<file path="src/pkg/tmc_pkg.sv">
// constants and types for the transceiver top control register block
`default_nettype none
package tmc_pkg;
  // ==========================================================
  // register map
  localparam logic [6:0] ADDR_TOP   = 7'h00;
  localparam logic [7:0] TOP_POR    = 8'h01;
  // ==========================================================
  // field positions of top_control_reg
  localparam int DIR_BIT    = 7;
  localparam int FSET_BIT   = 6;
  localparam int POL_HI     = 5;
  localparam int POL_LO     = 4;
  localparam int SYNTH_BIT  = 3;
  localparam int XTAL_BIT   = 2;
  localparam int CGEN_BIT   = 1;
  localparam int RSTN_BIT   = 0;
  localparam int IVAL_HI    = 3;
  localparam int IVAL_LO    = 2;
  localparam int SLEEP_BIT  = 1;
  // ==========================================================
  // per_module_off_reg bit positions
  localparam int PM_RX      = 0;
  localparam int PM_PA      = 1;
  localparam int PM_SYNTH   = 2;
  localparam int PM_XTAL    = 3;
  localparam int PM_CGEN    = 4;
  // ==========================================================
  // encodings
  typedef enum logic [1:0] {
    POL_BY_DIR     = 2'h0,
    POL_ALL_OFF    = 2'h1,
    POL_PER_MODULE = 2'h2,
    POL_SEQ        = 2'h3
  } tmc_policy_t;
  typedef enum logic [1:0] {
    IVAL_NEVER = 2'h0,
    IVAL_EVERY = 2'h1,
    IVAL_16    = 2'h2,
    IVAL_256   = 2'h3
  } tmc_ival_t;
  localparam logic [7:0] WRAP_16  = 8'h0F;
  localparam logic [7:0] WRAP_256 = 8'hFF;
endpackage
`default_nettype wire

</file>
<file path="src/pkg/tmc_seq_if.sv">
// carrier between the control block and its sequence counter
`default_nettype none
interface tmc_seq_if;
  logic                seq_done;
  logic                clear;
  tmc_pkg::tmc_ival_t  interval;
  logic                cal_due;
  modport ctl (output seq_done, output clear, output interval, input cal_due);
  modport cnt (input seq_done, input clear, input interval, output cal_due);
endinterface
`default_nettype wire

</file>
<file path="src/rtl/tmc_seq_counter.sv">
// completed-sequence counter that flags calibration at the chosen interval
`default_nettype none
module tmc_seq_counter #(
  parameter int CW = 8
) (
  // clock and reset
  input  wire logic  mclk,
  input  wire logic  rst,
  // control side
  tmc_seq_if.cnt     sq
);
  logic [CW-1:0] count_reg;
  logic [CW-1:0] wrap;
  logic          cal_reg;

  always_comb begin
    wrap = (sq.interval == tmc_pkg::IVAL_16) ? CW'(tmc_pkg::WRAP_16) : CW'(tmc_pkg::WRAP_256);
  end

  // ==========================================================
  // count, cleared by soft reset
  always_ff @(posedge mclk) begin
    if (rst || sq.clear) begin
      count_reg <= '0;
    end else if (sq.seq_done) begin
      if (count_reg >= wrap) begin
        count_reg <= '0;
      end else begin
        count_reg <= count_reg + CW'(1);
      end
    end
  end

  // ==========================================================
  // calibration request on wrap, or on every completed sequence for IVAL_EVERY
  always_ff @(posedge mclk) begin
    if (rst || sq.clear) begin
      cal_reg <= 1'b0;
    end else begin
      unique case (sq.interval)
        tmc_pkg::IVAL_NEVER: cal_reg <= 1'b0;
        tmc_pkg::IVAL_EVERY: cal_reg <= sq.seq_done;
        tmc_pkg::IVAL_16,
        tmc_pkg::IVAL_256:   cal_reg <= sq.seq_done && (count_reg >= wrap);
      endcase
    end
  end
  assign sq.cal_due = cal_reg;

  a_cal_needs_done: assert property (@(posedge mclk) disable iff (rst)
    sq.cal_due |-> $past(sq.seq_done)) else $error("calibration without completed sequence");
  a_count_cleared: assert property (@(posedge mclk) disable iff (rst)
    sq.clear |=> (count_reg == '0)) else $error("sequence count not cleared");
endmodule
`default_nettype wire

</file>
<file path="src/rtl/tmc_top.sv">
// transceiver top control register with power policy and sequencing control
`default_nettype none
module tmc_top (
  // clock and reset
  input  wire logic        mclk,
  input  wire logic        rst,
  // configuration port
  input  wire logic        cfg_wr_en,
  input  wire logic [6:0]  cfg_addr,
  input  wire logic [7:0]  cfg_wdata,
  output logic      [7:0]  cfg_rdata,
  // other configuration registers
  input  wire logic [7:0]  per_module_off_reg,
  input  wire logic        split_data_pins,
  input  wire logic        seq_start_source,
  // pin and sequencer
  input  wire logic        data_io_pin,
  input  wire logic        seq_done_in,
  // controls out
  output logic             direction_select,
  output logic             freq_set_b,
  output logic             rx_chain_off,
  output logic             pa_off,
  output logic             synth_off,
  output logic             xtal_core_off,
  output logic             current_gen_off,
  output logic             defaults_load,
  output logic             chip_sleep,
  output logic             seq_start,
  output logic             cal_request
);
  typedef enum logic [1:0] {SQ_IDLE, SQ_SLEEP, SQ_RUN} tmc_seq_state_t;

  logic [7:0]          top_control_reg;
  logic                wr_top;
  tmc_pkg::tmc_policy_t policy;
  logic                seq_mode;
  logic                pin_s1_reg;
  logic                pin_s2_reg;
  logic                pin_old_reg;
  logic                start_evt;
  logic                sleep_evt;
  tmc_seq_state_t      state_reg;
  logic                start_reg;
  logic                rx_off_next;
  logic                pa_off_next;
  logic                synth_next;
  logic                xtal_next;
  logic                cgen_next;

  tmc_seq_if sq ();

  assign wr_top   = cfg_wr_en && (cfg_addr == tmc_pkg::ADDR_TOP);
  assign policy   = tmc_pkg::tmc_policy_t'(top_control_reg[tmc_pkg::POL_HI:tmc_pkg::POL_LO]);
  // sequencing is refused in transmit, so a bad host write cannot start it
  assign seq_mode = (policy == tmc_pkg::POL_SEQ) && !top_control_reg[tmc_pkg::DIR_BIT];

  // ==========================================================
  // register write and read
  always_ff @(posedge mclk) begin
    if (rst) begin
      top_control_reg <= tmc_pkg::TOP_POR;
    end else if (wr_top) begin
      top_control_reg <= cfg_wdata;
    end
  end

  always_ff @(posedge mclk) begin
    if (rst) begin
      cfg_rdata <= 8'h00;
    end else begin
      cfg_rdata <= (cfg_addr == tmc_pkg::ADDR_TOP) ? top_control_reg : 8'h00;
    end
  end

  // held for as long as the bit stays low; released by the host writing it high or by rst loading TOP_POR
  assign defaults_load = !top_control_reg[tmc_pkg::RSTN_BIT];

  // ==========================================================
  // data pin synchroniser and start edge
  always_ff @(posedge mclk) begin
    if (rst) begin
      pin_s1_reg  <= 1'b1;
      pin_s2_reg  <= 1'b1;
      pin_old_reg <= 1'b1;
    end else begin
      pin_s1_reg  <= data_io_pin;
      pin_s2_reg  <= pin_s1_reg;
      pin_old_reg <= pin_s2_reg;
    end
  end

  assign start_evt = seq_mode && split_data_pins && !seq_start_source
                     && pin_old_reg && !pin_s2_reg;
  assign sleep_evt = seq_mode && wr_top && cfg_wdata[tmc_pkg::SLEEP_BIT]
                     && !top_control_reg[tmc_pkg::SLEEP_BIT];

  // ==========================================================
  // sequencing state
  always_ff @(posedge mclk) begin
    if (rst || defaults_load) begin
      state_reg <= SQ_IDLE;
    end else if (!seq_mode) begin
      state_reg <= SQ_IDLE;
    end else if (sleep_evt) begin
      state_reg <= SQ_SLEEP;
    end else begin
      unique case (state_reg)
        SQ_IDLE,
        SQ_SLEEP: if (start_evt) state_reg <= SQ_RUN;
        SQ_RUN:   if (seq_done_in) state_reg <= SQ_SLEEP;
        default:  state_reg <= SQ_IDLE;
      endcase
    end
  end

  always_ff @(posedge mclk) begin
    if (rst) begin
      start_reg <= 1'b0;
    end else begin
      start_reg <= start_evt && !sleep_evt && !defaults_load && (state_reg != SQ_RUN);
    end
  end
  assign seq_start  = start_reg;
  assign chip_sleep = (state_reg == SQ_SLEEP);

  // ==========================================================
  // calibration interval counter
  assign sq.seq_done = seq_mode && (state_reg == SQ_RUN) && seq_done_in;
  assign sq.clear    = defaults_load;
  assign sq.interval = tmc_pkg::tmc_ival_t'(top_control_reg[tmc_pkg::IVAL_HI:tmc_pkg::IVAL_LO]);

  tmc_seq_counter #(.CW(8)) u_count (
    .mclk (mclk),
    .rst  (rst),
    .sq   (sq.cnt)
  );
  assign cal_request = sq.cal_due;

  // ==========================================================
  // power-down decode
  always_comb begin
    rx_off_next = 1'b1;
    pa_off_next = 1'b1;
    synth_next  = top_control_reg[tmc_pkg::SYNTH_BIT];
    xtal_next   = top_control_reg[tmc_pkg::XTAL_BIT];
    cgen_next   = top_control_reg[tmc_pkg::CGEN_BIT];
    unique case (policy)
      tmc_pkg::POL_BY_DIR: begin
        rx_off_next = top_control_reg[tmc_pkg::DIR_BIT];
        pa_off_next = !top_control_reg[tmc_pkg::DIR_BIT];
      end
      tmc_pkg::POL_ALL_OFF: begin
        rx_off_next = 1'b1;
        pa_off_next = 1'b1;
      end
      tmc_pkg::POL_PER_MODULE: begin
        rx_off_next = per_module_off_reg[tmc_pkg::PM_RX];
        pa_off_next = per_module_off_reg[tmc_pkg::PM_PA];
        synth_next  = per_module_off_reg[tmc_pkg::PM_SYNTH];
        xtal_next   = per_module_off_reg[tmc_pkg::PM_XTAL];
        cgen_next   = per_module_off_reg[tmc_pkg::PM_CGEN];
      end
      tmc_pkg::POL_SEQ: begin
        // bits 3:1 are sequencing controls here, the sequence owns power
        rx_off_next = (state_reg != SQ_RUN);
        pa_off_next = 1'b1;
        synth_next  = (state_reg != SQ_RUN);
        xtal_next   = (state_reg == SQ_SLEEP);
        cgen_next   = (state_reg == SQ_SLEEP);
      end
    endcase
  end

  always_ff @(posedge mclk) begin
    if (rst) begin
      direction_select <= 1'b0;
      freq_set_b       <= 1'b0;
      rx_chain_off     <= 1'b1;
      pa_off           <= 1'b1;
      synth_off        <= 1'b1;
      xtal_core_off    <= 1'b0;
      current_gen_off  <= 1'b0;
    end else begin
      direction_select <= top_control_reg[tmc_pkg::DIR_BIT];
      freq_set_b       <= top_control_reg[tmc_pkg::FSET_BIT];
      rx_chain_off     <= rx_off_next;
      pa_off           <= pa_off_next;
      synth_off        <= synth_next;
      xtal_core_off    <= xtal_next;
      current_gen_off  <= cgen_next;
    end
  end

  // ==========================================================
  // checks
  a_dir_follows: assert property (@(posedge mclk) disable iff (rst)
    wr_top ##2 1'b1 |-> direction_select == $past(cfg_wdata[tmc_pkg::DIR_BIT], 2))
    else $error("direction does not follow write");
  a_fset_follows: assert property (@(posedge mclk) disable iff (rst)
    wr_top ##2 1'b1 |-> freq_set_b == $past(cfg_wdata[tmc_pkg::FSET_BIT], 2))
    else $error("frequency set does not follow write");
  a_dir_policy: assert property (@(posedge mclk) disable iff (rst)
    policy == tmc_pkg::POL_BY_DIR |=> rx_chain_off == direction_select && pa_off == !rx_chain_off)
    else $error("direction policy wrong");
  a_all_off: assert property (@(posedge mclk) disable iff (rst)
    policy == tmc_pkg::POL_ALL_OFF |=> rx_chain_off && pa_off)
    else $error("all-off policy wrong");
  a_per_module: assert property (@(posedge mclk) disable iff (rst)
    policy == tmc_pkg::POL_PER_MODULE |=> synth_off == $past(per_module_off_reg[tmc_pkg::PM_SYNTH]))
    else $error("per-module policy wrong");
  a_synth_bit: assert property (@(posedge mclk) disable iff (rst)
    policy != tmc_pkg::POL_SEQ && policy != tmc_pkg::POL_PER_MODULE
      |=> synth_off == $past(top_control_reg[tmc_pkg::SYNTH_BIT]))
    else $error("synthesizer power-down wrong");
  a_xtal_bit: assert property (@(posedge mclk) disable iff (rst)
    policy inside {tmc_pkg::POL_BY_DIR, tmc_pkg::POL_ALL_OFF}
      |=> xtal_core_off == $past(top_control_reg[tmc_pkg::XTAL_BIT]))
    else $error("crystal core power-down wrong");
  a_soft_keeps: assert property (@(posedge mclk) disable iff (rst)
    !wr_top |=> $stable(top_control_reg)) else $error("register changed without write");
  a_sleep_entry: assert property (@(posedge mclk) disable iff (rst)
    sleep_evt && !defaults_load |=> chip_sleep) else $error("sleep trigger missed");
  a_start_edge: assert property (@(posedge mclk) disable iff (rst)
    seq_start |-> $past(start_evt) && !$past(pin_s2_reg)) else $error("start without falling edge");
endmodule
`default_nettype wire

</file>
<file path="config.mk">
export PLATFORM = sky130hd
export DESIGN_NAME = tmc_top
export DESIGN_NICKNAME = d
export VERILOG_FILES = /design/src/pkg/tmc_pkg.sv /design/src/pkg/tmc_seq_if.sv /design/src/rtl/tmc_seq_counter.sv /design/src/rtl/tmc_top.sv
export SDC_FILE = /design/constraint.sdc
export NUM_CORES = 1
export LEC_CHECK = 0
export BUFFER_PORTS_ARGS = -buffer_cell sky130_fd_sc_hd__buf_4
export CELL_PAD_IN_SITES_DETAIL_PLACEMENT = 1
export CELL_PAD_IN_SITES_GLOBAL_PLACEMENT = 1
export CORE_MARGIN = 2
export CORE_UTILIZATION = 40
export CTS_CLUSTER_SIZE = 30
export DETAILED_ROUTE_END_ITERATION = 6
export PLACE_DENSITY_LB_ADDON = 0.08
export SYNTH_ARGS = -nofsm -noshare
export SYNTH_HDL_FRONTEND = slang
export SYNTH_SLANG_ARGS = --single-unit
</file>
<file path="constraint.sdc">
create_clock -name mclk -period 3.7 [get_ports mclk]
set_clock_uncertainty 0.15 [all_clocks]
set_input_delay 0.555 -clock mclk [delete_from_list [all_inputs] [get_ports mclk]]
set_output_delay 0.555 -clock mclk [all_outputs]
set_load 0.02 [all_outputs]
</file>
==> summary.md <==
| Metric | Value |
|---|---|
| Worst Path Class, Setup | reg -> reg |
| Slew Viols, Final | 0 |
| Syn Nets | 192 |
| Post-synth top cells | 38 x dfxtp_1, 21 x nor2_1, 8 x nand2_1 |
| Finished Cell Area | 2010 um2 |
| Worst setup EP type | register |
| Worst min-delay path category | reg -> reg |
| Leak | 0.826 nW |
| Layout cells sized above 1 | 32.2% |
| Drt via density | 5.06 |
| Starting density of the core | 41.9% |
| Area grow syn2layout | 30.4% |
| Max IR drop VDD | 0.000243 V |
| Synth cell types | 38 |
| Synth top area cells | dfxtp_1 49%, nor2_1 5.1%, mux2i_1 4.5% |
| GRT Total Usage | 18.3% |
| Final hold slack | 267 ps |
| Root Driver | clkbuf_8 |
| Crit path from | top_control_reg[2] |
| Comb pwr share | 5.4% |
| CP delay by family, top | compound AO/OA/AOI/OAI gates |
| CP cell instances | nand2b_1, inv_1, ha_1, a41oi_1, o21ai_0, a31o_2, a21oi_1 |
| Hold Crit Start | pin_s1_reg |
| WL final | 3.64 mm |
| Layout Cells excl Fill | 256 |
| Nets@finish | 239 |
| Fmax | 0.476 GHz |
| Die width | 66.2 um |
| Routed len/inst | 14.2 um |
| Total CTS buffers | 5 |
| R2r worst-path depth | 7 |
| Slew HR | 71.4% |
| Htree depth | 2 |
| Worst Hold Depth | 1 |
| Largest stage delay, worst path | 460 ps |
| R2r startpoint | top_control_reg[2] |
| Initial drt markers | 95 |
| Share of the synthesized area in the top cell type | 49.2% |
| Least-Margin Pin Slew | 428 ps |
| CP max FO | 8 |
| First-pass GRT wire length | 6.02 mm |
| DR vias | 1296 |
| GPL Wtd Cong | 0.827 |
| Sequential share of power | 55.5% |
| Placed inst area | 1920 um2 |
| Chip height | 66.2 um |
| Syn Area/Cell | 9.66 um2 |
| Post_cts resized | 0 |
| Fin. Hold Viols | 0 |
| Final period utilization | 56.8% |
| Initial antenna violation count | 0 |
| Endpoints failing setup | 0 |
| Yosys warns | 0 |
| Top-count cell post-synth | dfxtp_1 |
| Die area | 4380 um2 |
| Post-CTS setup buffers | 0 |
| Outcome | finished clean |
| # placed instances | 248 |
| Sw Pwr | 158 uW |
| Unrepaired setup endpoints after global routing | false |
| Synth Cell Area | 1550 um2 |
| Sequential fraction of the synthesis area | 49.2% |
| Minimum clock period after layout | 2100 ps |
| Cell accounting for the most synthesized area | dfxtp_1 |
| Clk sink count | 38 |
| Clock Latency Late Sink | 280 ps |
| CTS tree | yes |
| Switching part of the total | 21.2% |
| Detail Route Antenna Nets | 0 |
| GRT overflow | 0 |
| Vias in the first global route | 1311 |
| N_diodes | 0 |
| Post-synth EDFFs | 0 |
| CTS hold repair buffers | 0 |
| DP HPWL | 2.81 mm |
| PwrDens | 369 nW/um2 |
| CP bufs+invs | 1 |
| Post-Synthesis Cells | 160 |
| DRT Pass-1 Iters | 2 |
| Main flop type after synthesis | dfxtp_1 |
| Clock power share | 39.1% |
| Clock transition at the registers of the reported paths | 70 ps |
| Row Count | 22 |
| Critical path arrival | 2170 ps |
| Setup_tns | 0 ps |
| Required @ worst endpoint | 3770 ps |
| Synth Register Bits | 38 |
| Ys async rst share | 0% |
| CORE AREA | 3690 um2 |
| # port buffers | 45 |
| Io pins | 49 |
| Residual DRC | 0 |
| Largest net degree at the start of global routing | 21 |
| Internal power | 585 uW |
| Setup crit start kind | register |
| Clk buf depth | 2 |
| Crit-path slowest cell | dfxtp_1 |
| Stages on the worst setup path | 7 |
| Max capacitance violation total | 0 |
logic make-up (layout without fill, tap and decap cells):
logic type,count (synthesis),count (layout),synth area share (%)
compound gates,18,18,8.26
xor+xnor,7,7,3.97
fa+ha+maj,2,2,1.62
buf+inv,11,59,3.24
flops,38,38,49.2
mux,8,8,5.26
simple gates,76,76,28.4
layer usage:
| layer | part of all wire, % | global-route usage (%) | vias up |
|---|---|---|---|
| met3 | 3.9 | 4.26 | 5 |
| met2 | 54 | 34.5 | 27 |
| li1 | - | - | 646 |
| met1 | 41 | 20.1 | 618 |
| met5 | 0 | 0 | - |
| met4 | 0.96 | 5.36 | 0 |
power by group through the flow:
stage	Sequential, mW	Combinational [mW]	Clock (mW)
floorplan	0.423	0.0116	0
global placement	0.422	0.0387	0
detailed placement	0.422	0.0402	0
CTS	0.412	0.0403	0.300
global route	0.413	0.0434	0.320
finish	0.412	0.0399	0.291
final timing paths:
path                               end  slack, ps
hold / removal              pin_s2_reg        270
setup / recovery  u_count.count_reg[1]       1600
hold reg to reg             pin_s2_reg        270
setup reg to reg  u_count.count_reg[1]       1600
cell type report:
cell class / instances / area [um2]
repair buffers: 46 / 345
clock inverters: 2 / 12.5
clock buffers: 6 / 82.6
fillers: 429 / 1670
multi-input cells: 111 / 734
well taps: 48 / 60.1
inverters: 5 / 18.8
flip-flops and latches: 38 / 761
through the flow:
step / utilization [%] / power (mW) / setup slack (ps)
after floorplan: - / 0.435 / 1690
after global placement: 52.0 / 0.461 / 1490
after detailed placement: 52.0 / 0.462 / 1460
after CTS: 54.6 / 0.752 / 1580
after global routing: 54.6 / 0.776 / 1390
final: 54.6 / 0.743 / 1600
cell usage in the layout (no fill, tap or decap), types with 4 or more instances in the layout:
cell type and n:
buf_4 46, dfxtp_1 38, nor2_1 21, nand2_1 8, mux2i_1 7, and2_1 7
xnor2_1 7, clkbuf_8 6, nand2b_1 5, inv_1 5, nor2b_1 5, nor3_1 5
nor4_1 5, or2_2 5, o21ai_0 4
worst reg2reg max path, stage by stage, from the launching register on:
cell,delay [ps]
dfxtp_1,460
nand2b_1,180
inv_1,60
ha_1,270
a41oi_1,320
o21ai_0,150
a31o_2,330
a21oi_1,120
(Power assumes the default switching activity.)
